`src/hdl/rtccr_regs.vh`:
```
// Offsets, field positions, reset values and timing counts of the
// clock and calendar control block.
// Assumes a 32-bit classic Wishbone slave with byte addresses.
`ifndef RTCCR_REGS_VH
`define RTCCR_REGS_VH

// Register byte offsets
`define RTCCR_CTRL_OFS      4'h0
`define RTCCR_TIME_OFS      4'h4

// Control register field positions
`define RTCCR_TRIM_MSB      25
`define RTCCR_TRIM_LSB      16
`define RTCCR_ENABLE_BIT    15
`define RTCCR_IDLE_BIT      13
`define RTCCR_PINSEL_BIT    7
`define RTCCR_RUN_BIT       6
`define RTCCR_UNLOCK_BIT    3
`define RTCCR_ROLL_BIT      2
`define RTCCR_HALF_BIT      1
`define RTCCR_OE_BIT        0

// Time register seconds fields
`define RTCCR_SECT_MSB      14
`define RTCCR_SECT_LSB      12
`define RTCCR_SECU_MSB      11
`define RTCCR_SECU_LSB      8

// Reset values
`define RTCCR_TRIM_RST      10'h000
`define RTCCR_BIT_RST       1'b0

// Timing
`define RTCCR_CLK_MHZ       250
`define RTCCR_XTAL_HZ       32768
`define RTCCR_XTAL_NS       30518
`define RTCCR_STALL_NS      (2 * `RTCCR_XTAL_NS)
`define RTCCR_STALL_CYC     ((`RTCCR_STALL_NS * `RTCCR_CLK_MHZ) / 1000)
`define RTCCR_TICK_W        15
`define RTCCR_ROLL_WIN      4

`endif

```
`src/hdl/rtccr_prescale.v`:
```
// Second prescaler for the trimmed timebase: half-second flag,
// second pulse and rollover window.
// Assumes inc is 0, 1 or 2 timebase steps per core clock cycle.
`timescale 1ns/1ps
`default_nettype none
module rtccr_prescale #(
   parameter CNT_W   = 15,
   parameter ROLL_WIN = 4
) (
   // Clock and reset
   input  wire             core_clk,
   input  wire             rst,
   input  wire             clkEn,
   // Timebase steps
   input  wire [1:0]       inc,
   input  wire             clear,
   // Status
   output reg              secPulse_r,
   output wire             half_second_flag,
   output reg              rollPend_r
);
   localparam [CNT_W-1:0] ROLL_START = {CNT_W{1'b1}} - ROLL_WIN[CNT_W-1:0] + {{(CNT_W-1){1'b0}}, 1'b1};

   reg  [CNT_W-1:0] cnt_r;
   wire [CNT_W:0]   sum_nxt = {1'b0, cnt_r} + {{(CNT_W-1){1'b0}}, inc};

   assign half_second_flag = cnt_r[CNT_W-1];

   always @(posedge core_clk or posedge rst)
   begin
      if (rst)
      begin
         cnt_r      <= {CNT_W{1'b0}};
         secPulse_r <= 1'b0;
         rollPend_r <= 1'b0;
      end
      else if (clkEn)
      begin
         if (clear)
         begin
            cnt_r      <= {CNT_W{1'b0}};
            secPulse_r <= 1'b0;
         end
         else
         begin
            cnt_r      <= sum_nxt[CNT_W-1:0];
            secPulse_r <= sum_nxt[CNT_W];
         end
         // Ripple window just before and at the second rollover
         rollPend_r <= (cnt_r >= ROLL_START) | secPulse_r;
      end
   end
endmodule
`default_nettype wire

```
`src/hdl/rtccr_seconds.v`:
```
// BCD seconds counter 00..59 with software load and minute pulse.
// Assumes secPulse is a one-cycle pulse once per trimmed second.
`timescale 1ns/1ps
`default_nettype none
module rtccr_seconds (
   // Clock and reset
   input  wire       core_clk,
   input  wire       rst,
   input  wire       clkEn,
   // Counting and load
   input  wire       secPulse,
   input  wire       load,
   input  wire [2:0] loadTens,
   input  wire [3:0] loadUnits,
   // Value
   output reg  [2:0] tens_r,
   output reg  [3:0] units_r,
   output reg        minutePulse_r
);
   wire atNine  = (units_r == 4'h9);
   wire atFifty = (tens_r == 3'h5);

   always @(posedge core_clk or posedge rst)
   begin
      if (rst)
      begin
         tens_r        <= 3'h0;
         units_r       <= 4'h0;
         minutePulse_r <= 1'b0;
      end
      else if (clkEn)
      begin
         minutePulse_r <= 1'b0;
         if (load)
         begin
            tens_r  <= loadTens;
            units_r <= loadUnits;
         end
         else if (secPulse)
         begin
            if (atNine)
            begin
               units_r <= 4'h0;
               if (atFifty)
               begin
                  tens_r        <= 3'h0;
                  minutePulse_r <= 1'b1;
               end
               else
               begin
                  tens_r <= tens_r + 3'h1;
               end
            end
            else
            begin
               units_r <= units_r + 4'h1;
            end
         end
      end
   end
endmodule
`default_nettype wire

```
`src/hdl/rtccr_top.v`:
```
// Control and status register of the clock and calendar block, with the
// trimmed crystal timebase, seconds counter and pin output logic.
// Assumes a classic Wishbone master, a crystal level sampled on core_clk,
// and idle and write-sequence permission levels from the power logic.
`timescale 1ns/1ps
`default_nettype none
`include "rtccr_regs.vh"
module rtccr_top #(
   parameter ADDR_W    = 4,
   parameter TRIM_W    = 10,
   parameter STALL_CYC = `RTCCR_STALL_CYC
) (
   // Clock, reset and clock enable
   input  wire              core_clk,
   input  wire              rst,
   input  wire              clkEn,
   // Wishbone slave
   input  wire              wb_cyc_i,
   input  wire              wb_stb_i,
   input  wire              wb_we_i,
   input  wire [ADDR_W-1:0] wb_adr_i,
   input  wire [3:0]        wb_sel_i,
   input  wire [31:0]       wb_dat_i,
   output reg  [31:0]       wb_dat_o,
   output wire              wb_ack_o,
   // Crystal timebase level
   input  wire              xtalIn,
   // Power management
   input  wire              idleMode,
   input  wire              writeSeqEnable,
   output wire              busClkEnable,
   // Alarm and pin
   input  wire              alarmPulse,
   output reg               pinOut_r,
   output reg               pinOutEn_r
);
   localparam CNT_W = `RTCCR_TICK_W;
   localparam SW    = 16;

   // Control fields
   reg  [TRIM_W-1:0] trim_r;
   reg               enable_r;
   reg               idleHalt_r;
   reg               pinSel_r;
   reg               unlock_r;
   reg               pinOe_r;
   reg               timebaseRunning_r;

   // Bus state
   reg               ack_r;

   // Crystal tracking
   reg               xtalPrev_r;
   reg  [SW-1:0]     stallCnt_r;

   // Trim engine
   reg  [TRIM_W-1:0] trimLeft_r;
   reg               trimNeg_r;
   reg  [1:0]        inc_nxt;

   // Timebase status
   wire              secPulse;
   wire              half_second_flag;
   wire              rollPend;
   wire [2:0]        secTens;
   wire [3:0]        secUnits;
   wire              minutePulse;

   // Decode of a byte address onto one register slot
   function hitReg;
      input [ADDR_W-1:0] adr;
      input [ADDR_W-1:0] ofs;
      begin
         hitReg = (adr[ADDR_W-1:2] == ofs[ADDR_W-1:2]);
      end
   endfunction

   // Byte-lane merge of write data over the current value
   function [31:0] mergeSel;
      input [31:0] oldVal;
      input [31:0] newVal;
      input [3:0]  sel;
      integer i;
      begin
         mergeSel = oldVal;
         for (i = 0; i < 4; i = i + 1)
         begin
            if (sel[i])
            begin
               mergeSel[i*8 +: 8] = newVal[i*8 +: 8];
            end
         end
      end
   endfunction

   // Bus clock gating in idle; bus side state freezes with it
   assign busClkEnable = ~(idleHalt_r & idleMode);
   wire busEn = clkEn & busClkEnable;

   wire req      = wb_cyc_i & wb_stb_i;
   wire access   = req & ack_r & busEn;
   wire ctrlHit  = hitReg(wb_adr_i, `RTCCR_CTRL_OFS);
   wire timeHit  = hitReg(wb_adr_i, `RTCCR_TIME_OFS);
   wire ctrlWr   = access & wb_we_i & ctrlHit;
   wire timeWr   = access & wb_we_i & timeHit;

   assign wb_ack_o = ack_r;

   // Control register view; unused bits tied low
   wire [31:0] ctrlView =
   {
      6'h00,
      trim_r,
      enable_r,
      1'b0,
      idleHalt_r,
      5'h00,
      pinSel_r,
      timebaseRunning_r,
      2'b00,
      unlock_r,
      rollPend,
      half_second_flag,
      pinOe_r
   };

   wire [31:0] timeView =
   {
      17'h00000,
      secTens,
      secUnits,
      8'h00
   };

   wire [31:0] ctrlWrVal = mergeSel(ctrlView, wb_dat_i, wb_sel_i);

   // Seconds load lands only while unlocked, and only through its lane
   wire secLoad = timeWr & unlock_r & wb_sel_i[1];

   // Bus answer: data latched at request, ack one cycle later
   always @(posedge core_clk or posedge rst)
   begin
      if (rst)
      begin
         ack_r    <= 1'b0;
         wb_dat_o <= 32'h00000000;
      end
      else if (busEn)
      begin
         ack_r <= req & ~ack_r;
         if (req & ~ack_r)
         begin
            if (wb_we_i)
            begin
               wb_dat_o <= 32'h00000000;
            end
            else if (ctrlHit)
            begin
               wb_dat_o <= ctrlView;
            end
            else if (timeHit)
            begin
               wb_dat_o <= timeView;
            end
            else
            begin
               wb_dat_o <= 32'h00000000;
            end
         end
      end
   end

   // Control register writes; status bits of the write are dropped
   always @(posedge core_clk or posedge rst)
   begin
      if (rst)
      begin
         trim_r     <= `RTCCR_TRIM_RST;
         enable_r   <= `RTCCR_BIT_RST;
         idleHalt_r <= `RTCCR_BIT_RST;
         pinSel_r   <= `RTCCR_BIT_RST;
         unlock_r   <= `RTCCR_BIT_RST;
         pinOe_r    <= `RTCCR_BIT_RST;
      end
      else if (busEn & ctrlWr)
      begin
         trim_r     <= ctrlWrVal[`RTCCR_TRIM_MSB:`RTCCR_TRIM_LSB];
         idleHalt_r <= ctrlWrVal[`RTCCR_IDLE_BIT];
         pinSel_r   <= ctrlWrVal[`RTCCR_PINSEL_BIT];
         pinOe_r    <= ctrlWrVal[`RTCCR_OE_BIT];
         // Lock state before this write decides
         if (unlock_r)
         begin
            enable_r <= ctrlWrVal[`RTCCR_ENABLE_BIT];
         end
         // Clearing always allowed, setting needs permission
         unlock_r <= ctrlWrVal[`RTCCR_UNLOCK_BIT] & (unlock_r | writeSeqEnable);
      end
   end

   // Crystal edge detection; input is already synchronous to core_clk
   wire xtalEdge = xtalIn & ~xtalPrev_r;

   // Running means enabled and crystal edges seen within two periods
   always @(posedge core_clk or posedge rst)
   begin
      if (rst)
      begin
         xtalPrev_r        <= 1'b0;
         stallCnt_r        <= {SW{1'b0}};
         timebaseRunning_r <= 1'b0;
      end
      else if (clkEn)
      begin
         xtalPrev_r <= xtalIn;
         if (xtalEdge)
         begin
            stallCnt_r <= {SW{1'b0}};
         end
         else if (stallCnt_r != STALL_CYC[SW-1:0])
         begin
            stallCnt_r <= stallCnt_r + {{(SW-1){1'b0}}, 1'b1};
         end
         timebaseRunning_r <= enable_r & (stallCnt_r != STALL_CYC[SW-1:0]);
      end
   end

   // Magnitude of the signed trim; most negative code gives 512
   wire [TRIM_W-1:0] trimMag = trim_r[TRIM_W-1] ? (~trim_r + {{(TRIM_W-1){1'b0}}, 1'b1}) : trim_r;

   // Step count per crystal edge: swallowed, normal or doubled
   always @*
   begin
      inc_nxt = 2'd0;
      if (enable_r & xtalEdge & ~minutePulse)
      begin
         if (trimLeft_r == {TRIM_W{1'b0}})
         begin
            inc_nxt = 2'd1;
         end
         else if (trimNeg_r)
         begin
            inc_nxt = 2'd0;
         end
         else
         begin
            inc_nxt = 2'd2;
         end
      end
      else if (enable_r & xtalEdge)
      begin
         // Minute reload cycle passes the edge uncorrected
         inc_nxt = 2'd1;
      end
   end

   // Trim budget reloaded each minute, spent at the start of the minute
   always @(posedge core_clk or posedge rst)
   begin
      if (rst)
      begin
         trimLeft_r <= {TRIM_W{1'b0}};
         trimNeg_r  <= 1'b0;
      end
      else if (clkEn)
      begin
         if (~enable_r)
         begin
            trimLeft_r <= {TRIM_W{1'b0}};
         end
         else if (minutePulse)
         begin
            trimLeft_r <= trimMag;
            trimNeg_r  <= trim_r[TRIM_W-1];
         end
         else if (xtalEdge & (trimLeft_r != {TRIM_W{1'b0}}))
         begin
            trimLeft_r <= trimLeft_r - {{(TRIM_W-1){1'b0}}, 1'b1};
         end
      end
   end

   rtccr_prescale #(
      .CNT_W    (CNT_W),
      .ROLL_WIN (`RTCCR_ROLL_WIN)
   ) u_prescale (
      .core_clk   (core_clk),
      .rst        (rst),
      .clkEn      (clkEn),
      .inc        (inc_nxt),
      .clear      (secLoad),
      .secPulse_r (secPulse),
      .half_second_flag    (half_second_flag),
      .rollPend_r (rollPend)
   );

   rtccr_seconds u_seconds (
      .core_clk      (core_clk),
      .rst           (rst),
      .clkEn         (clkEn),
      .secPulse      (secPulse),
      .load          (secLoad),
      .loadTens      (wb_dat_i[`RTCCR_SECT_MSB:`RTCCR_SECT_LSB]),
      .loadUnits     (wb_dat_i[`RTCCR_SECU_MSB:`RTCCR_SECU_LSB]),
      .tens_r        (secTens),
      .units_r       (secUnits),
      .minutePulse_r (minutePulse)
   );

   // Seconds clock is high in the second half of each second
   wire pinSource = pinSel_r ? half_second_flag : alarmPulse;

   // Pin driven low and released whenever its enable bit is clear
   always @(posedge core_clk or posedge rst)
   begin
      if (rst)
      begin
         pinOut_r   <= 1'b0;
         pinOutEn_r <= 1'b0;
      end
      else if (clkEn)
      begin
         pinOut_r   <= pinOe_r & pinSource;
         pinOutEn_r <= pinOe_r;
      end
   end
endmodule
`default_nettype wire

```
`config.mk`:
```
export PLATFORM = sky130hd
export DESIGN_NAME = rtccr_top
export DESIGN_NICKNAME = d
export VERILOG_FILES = /design/src/hdl/rtccr_prescale.v /design/src/hdl/rtccr_seconds.v /design/src/hdl/rtccr_top.v
export VERILOG_INCLUDE_DIRS = /design/src /design/src/hdl
export SDC_FILE = /design/constraint.sdc
export NUM_CORES = 1
export LEC_CHECK = 0
export BUFFER_PORTS_ARGS = -buffer_cell sky130_fd_sc_hd__buf_4
export CAP_MARGIN = 25
export CORE_UTILIZATION = 60
export CTS_BUF_LIST = sky130_fd_sc_hd__clkbuf_8 sky130_fd_sc_hd__clkbuf_16
export DETAILED_ROUTE_END_ITERATION = 8
export PLACE_DENSITY = 0.85
export SETUP_SLACK_MARGIN = 0.4
export SLEW_MARGIN = 25
export SYNTH_ARGS = -nofsm -noshare
export SYNTH_HDL_FRONTEND = slang
export SYNTH_SLANG_ARGS = --single-unit
```
`constraint.sdc`:
```
create_clock -name core_clk -period 6.4 [get_ports core_clk]
set_clock_uncertainty 0.15 [all_clocks]
set_input_delay 0.32 -clock core_clk [delete_from_list [all_inputs] [get_ports core_clk]]
set_output_delay 0.32 -clock core_clk [all_outputs]
set_load 0.005 [all_outputs]
```
### Word level (Yosys, flattened, before mapping)

Cells that the tools add are included.

| storage, ports and cells | value |
|---|---|
| register bits after elaboration | 104 |
| input port bits | 50 |
| output and inout port bits | 36 |

| cells by class | value |
|---|---|
| add/subtract/negate cells | 6 |
| order comparisons | 1 |
| equality and inequality tests | 5 |
| mux-type cells | 28 |
| bitwise gates (word level) | 26 |
| reductions and logical operators | 17 |

Operator list:

| kind | number |
|---|---|
| $mux 26 | 2 |
| $mux 10 | 4 |
| $mux 16 | 2 |
| $mux 15 | 2 |
| $and 1x1->1 | 19 |
| $add 15x2->16 | 1 |
| $add 16x1->16 const B | 1 |
| $mux 4 | 4 |
| $ne 16x14->1 const B | 1 |
| $reduce_and 2->1 | 8 |
| $ge 15x15->1 const B | 1 |
| $mux 3 | 4 |
| $add 10x1->10 const B | 1 |
| $logic_not 10->1 | 1 |
| $not 10->10 | 1 |
| $reduce_bool 10->1 | 1 |
| $sub 10x1->10 const B | 1 |
| $reduce_and 3->1 | 3 |
| $mux 1 | 7 |
| $mux 2 | 3 |
| $reduce_bool 2->1 | 3 |
| $add 4x1->4 const B | 1 |
| $eq 4x4->1 const B | 1 |
| $not 1->1 | 4 |
| other kinds (6) | 7 |

### Longest topological paths before layout

| logic depth | value |
|---|---|
| depth in word-level cells | 10 |
| depth in mapped cells | 14 |

### Hierarchy

Synthesis repeated with hierarchy kept, for this count alone.

| unflattened totals | value |
|---|---|
| cells, all modules | 485 |
| area total of the unflattened synthesis | 4,942.2 sq um |

Modules (own cells, without submodules):

| module | instances | cells each | area each (sq um) | seq. area each (sq um) |
|---|---|---|---|---|
| rtccr_top | 1 | 337 | 3,528.4 | 1,776.7 |
| rtccr_prescale | 1 | 90 | 885.8 | 425.4 |
| rtccr_seconds | 1 | 58 | 528.0 | 200.2 |

### Worst setup path before layout

No wires, ideal clock.

| timing path | value |
|---|---|
| path type | reg-to-reg |
| start point | register trimLeft_r[0] |
| end point | register u_prescale.cnt_r[8] |
| arrival | 2.461 ns |
| required time | 6.118 ns |
| setup slack | 3.657 ns |
| cell stages (with the launch flop) | 15 |
| path buffers | 1 |
| path through | dfrtp_1 > inv_1 > ha_1 > nor3b_2 > and3_1 > clkbuf_1 > nor2_1 > nor3_1 > ha_1 > fa_1 > nand4_1 > nor2_1 > and3_1 > xnor2_1 > nor2_1 |

| between the ends | value |
|---|---|
| longest elaborated chain between the ends | 5 |

Ends and longest elaborated chain:

| element | RTL line | RTL |
|---|---|---|
| start: declaration | rtccr_top.v:57 | `reg [TRIM_W-1:0] trimLeft_r;` |
| start signal: assignment | rtccr_top.v:262 | `trimLeft_r <= {TRIM_W{1'b0}};` |
| start signal: assignment | rtccr_top.v:269 | `trimLeft_r <= {TRIM_W{1'b0}};` |
| start signal: assignment | rtccr_top.v:273 | `trimLeft_r <= trimMag;` |
| $logic_not 10->1 | rtccr_top.v:237 | `if (trimLeft_r == {TRIM_W{1'b0}})` |
| $mux 2 | rtccr_top.v:237 |  |
| $mux 2 | rtccr_top.v:235 | `if (enable_r & xtalEdge & ~minutePulse)` |
| $add 15x2->16 | rtccr_prescale.v:25 | `wire [CNT_W:0] sum_nxt = {1'b0, cnt_r} + {{(CNT_W-1){1'b0}}, inc};` |
| $mux 15 | rtccr_prescale.v:39 | `if (clear)` |
| end signal: assignment | rtccr_prescale.v:33 | `cnt_r <= {CNT_W{1'b0}};` |
| end signal: assignment | rtccr_prescale.v:41 | `cnt_r <= {CNT_W{1'b0}};` |
| end signal: assignment | rtccr_prescale.v:46 | `cnt_r <= sum_nxt[CNT_W-1:0];` |
| end: declaration | rtccr_prescale.v:24 | `reg [CNT_W-1:0] cnt_r;` |

No other way between the ends.
A chain may end at the register's enable or synchronous reset.

### Final worst setup path

| timing path | value |
|---|---|
| start point | register trimLeft_r[0] |
| end point | register u_prescale.cnt_r[11] |

Same word-level chain as after synthesis.

==> impl_metrics.toml <==
[outcome]
outcome = "complete, no violations"

[critical_path]
critical-path-top-delay-family = "simple AND/OR/NAND/NOR gates"
critPathLaunchType = "register"
slowest_stage = "dfrtp_1"
crit_required_ns = 6.54
crit_type = "register to register"
crit_buf_inv = 1
critPathCaptureType = "register"
cpPeakStageDelay_ns = 0.43
path_cells = "inv_1 -> ha_1 -> nor3b_2 -> and3_1 -> nor2_1 -> nor3_1 -> ha_1 -> a21oi_1 -> nor2_1 -> nand3_1 -> or3_1 -> a21oi_1"
crit_fanout = 8
critPathArrivalTime_ns = 3.30

[timing]
finalSetupViolCount = 0
post-route-period-util_pct = 49.4
tns_ns = 0
finalHoldViolCount = 0
worst_slew_pin_slew_ns = 0.837
slew_violations = 0
fmax_mhz = 316
rsz0062_at_grt = "no"
period_needed_ns = 3.16
hold_ws_ns = 0.00314
relSlewSlack_pct = 44.2

[logic_synthesis]
synth-edff-count = 0
ys_seq_elements = 96
synth_top_family_by_area = "simple AND/OR/NAND/NOR gates"
synthDistinctLibCells = 61
synth_adder_area_share_pct = 1.69
ys_async_sr_fraction_pct = 100
syn-instance-count = 487
synth_top_area_share_pct = 49.3
yosysWarnings = 0
synth_area_leaders = "dfrtp_1, nand2_1, a22o_1"
syn_avg_cell_area_um2 = 10.0
synthMuxAreaShare_pct = 4.93
synth_seq_area_share_pct = 49.3
synth-compound-area-share_pct = 16.0
synthXorXnorAreaFrac_pct = 3.77
yosysTopAreaCell = "dfrtp_1"
syn_area_um2 = 4870
synthSimpleGateAreaFrac_pct = 19.9
synth_ff_type = "dfrtp_1"

[placed_design]
place_area_um2 = 5380
gp_congestion = 0.853
hpwl_um = 7640
numPortBuffers = 64
dpl.cell_count = 633

[layout]
fin_cells = 651
synthToLayoutAreaGrowth_pct = 14.4
postLayoutCoreUtil_pct = 71.4
drive_gt1_share_pct = 20.8
final_common_cell = "dfrtp_1"
final_cell_mix = "dfrtp_1, buf_4, nand2_1"
fin_area_um2 = 5580
fin_nets = 601
diodes = 0

[cts]
postCtsResizedCells = 0
numClockSinks = 96
path_clk_slew_ns = 0.09
cts_root_buffer = "clkbuf_8"
clock_path_buffers = 2
postCtsSetupBuffers = 0
cts-htree-levels = 3
cts_tree = "yes"
clk_latency_ns = 0.37
cts_buffers = 9
ctsHoldBuffers = 2

[floorplanning]
core_region_area_um2 = 7810
ios = 86
fp.dieH_um = 92.1
dieArea_um2 = 8490
die_w_um = 92.1
num_rows = 32
start_util_pct = 62.4

[global_routing]
grt_pass1_vias = 3889
gr-usage-all-layers_pct = 27.2
overflow = 0
grt_max_degree = 67
grt_pass1_wl_um = 18000
antenna_found_initial = 0

[power]
ir_drop_mv = 0.172
p_comb_share_pct = 9.6
leakagePower_nw = 2.54
power_frac_clock_pct = 32.2
p_sw_share_pct = 27.0
switching_power_uw = 306
cellPowerDensity_nw_per_um2 = 203
p_int_uw = 828
p_seq_share_pct = 58.2

[job]
drv_cap = 0

[detailed_routing]
drt-initial-drc-count = 253
ant_nets = 0
drt-total-wl_um = 11000
wire_per_inst_um = 16.9
wl_met1_um = 4590
wl_met2_um = 5580
num_vias = 3971
viasPerCell = 6.10
wl_met3_um = 578
drc = 0
dr.pass1.iters = 5
top_layer_used = "met4"

[hold_path]
worstHoldPathType = "input port to register"
-- worst reg2reg max path: stages (launching register included) --
cell and delay, ns:
dfrtp_1 0.43, inv_1 0.07, ha_1 0.17, nor3b_2 0.37, and3_1 0.38, nor2_1 0.07
nor3_1 0.16, ha_1 0.22, a21oi_1 0.08, nor2_1 0.17, nand3_1 0.27, or3_1 0.39
a21oi_1 0.16
-- worst paths after layout --
| check | to | depth (start not counted) | slack, ns | startpoint |
|---|---|---|---|---|
| max in group asynchronous | trimLeft_r[0]$_DFFE_PP0P_ | 4 | 4.52 | rst |
| min in group asynchronous | stallCnt_r[11]$_DFFE_PP0P_ | 3 | 0.38 | rst |
| worst min-delay path | u_seconds.units_r[0]$_DFFE_PP0P_ | 3 | 0.003 | wb_dat_i[8] |
| worst max-delay path | u_prescale.cnt_r[11]$_DFFE_PP0P_ | 12 | 3.24 | trimLeft_r[0]$_DFFE_PP0P_ |
| worst max register to register | u_prescale.cnt_r[11]$_DFFE_PP0P_ | 12 | 3.24 | trimLeft_r[0]$_DFFE_PP0P_ |
| worst min register to register | timebaseRunning_r$_DFFE_PP0P_ | 2 | 0.34 | timebaseRunning_r$_DFFE_PP0P_ |
-- logic make-up (layout without fill, tap and decap cells) --
group           after synthesis  in the layout
compound gates              117            117
xor+xnor                     21             21
fa+ha+maj                     6              6
buf+inv                      43             98
flops                        96             96
mux                          22             22
other cells                   1              8
simple gates                181            181
-- per-layer routing --
| layer | vias up | global-route usage [%] |
|---|---|---|
| met5 | - | 0 |
| met4 | 0 | 13.0 |
| met3 | 21 | 4.31 |
| met2 | 153 | 45.7 |
| met1 | 1942 | 34.3 |
| li1 | 1855 | - |
-- cell type report --
class	count	area [µm²]
Fill cell	555	2230
Inverter	14	53.8
Multi-Input combinational cell	355	2300
Timing Repair Buffer	69	523
Tap cell	102	128
Clock inverter	5	35.0
Clock buffer	10	138
Sequential cell	96	2400
-- Yosys cell counts, types with 2 or more instances --
master,n
nor3b_1,2
nand3_1,14
nor3_1,10
nor2_1,30
buf_2,4
a21o_1,2
o22a_1,2
or2_2,2
nor2b_1,6
or4_1,3
mux2i_1,6
xnor2_1,12
nor4_1,3
nand4_1,10
dfrtp_1,96
nand2b_1,3
mux2_2,16
clkbuf_1,13
o31ai_1,10
buf_4,10
o21ai_0,40
a22oi_1,2
o41ai_1,4
nand3b_1,2
xor2_1,9
or3_1,7
and3_1,7
nor4_2,2
o211ai_1,2
nor3_2,2
nor4_4,2
ha_1,5
a31oi_1,6
a21oi_1,15
a22o_1,23
nand2_1,64
or4_4,2
o21ai_1,3
inv_1,14
-- sequential cells by signal, summed over array words and instances (netlist names), 3 cells and up --
| signal | flops |
|---|---|
| stallCnt_r | 16 |
| trimLeft_r | 10 |
| trim_r | 10 |
| u_prescale.cnt_r | 15 |
| u_seconds.tens_r | 3 |
| u_seconds.units_r | 4 |
| wb_dat_o | 24 |
-- power groups by stage --
stage	clock network (mW)	logic, mW	registers (mW)
floorplan	0	0.0726	0.663
global placement	0	0.103	0.669
detailed placement	0	0.109	0.671
CTS	0.365	0.110	0.659
global route	0.384	0.124	0.664
finish	0.365	0.109	0.660
-- per-stage QoR --
step                      worst slack, ns  total power, mW
after floorplan                      3.42            0.736
after detailed placement             3.26            0.779
after global routing                 3.01             1.17
final                                3.24             1.13
after global placement               3.40            0.772
after CTS                            3.26             1.13
Note: power is estimated with default switching activity, not from simulation.
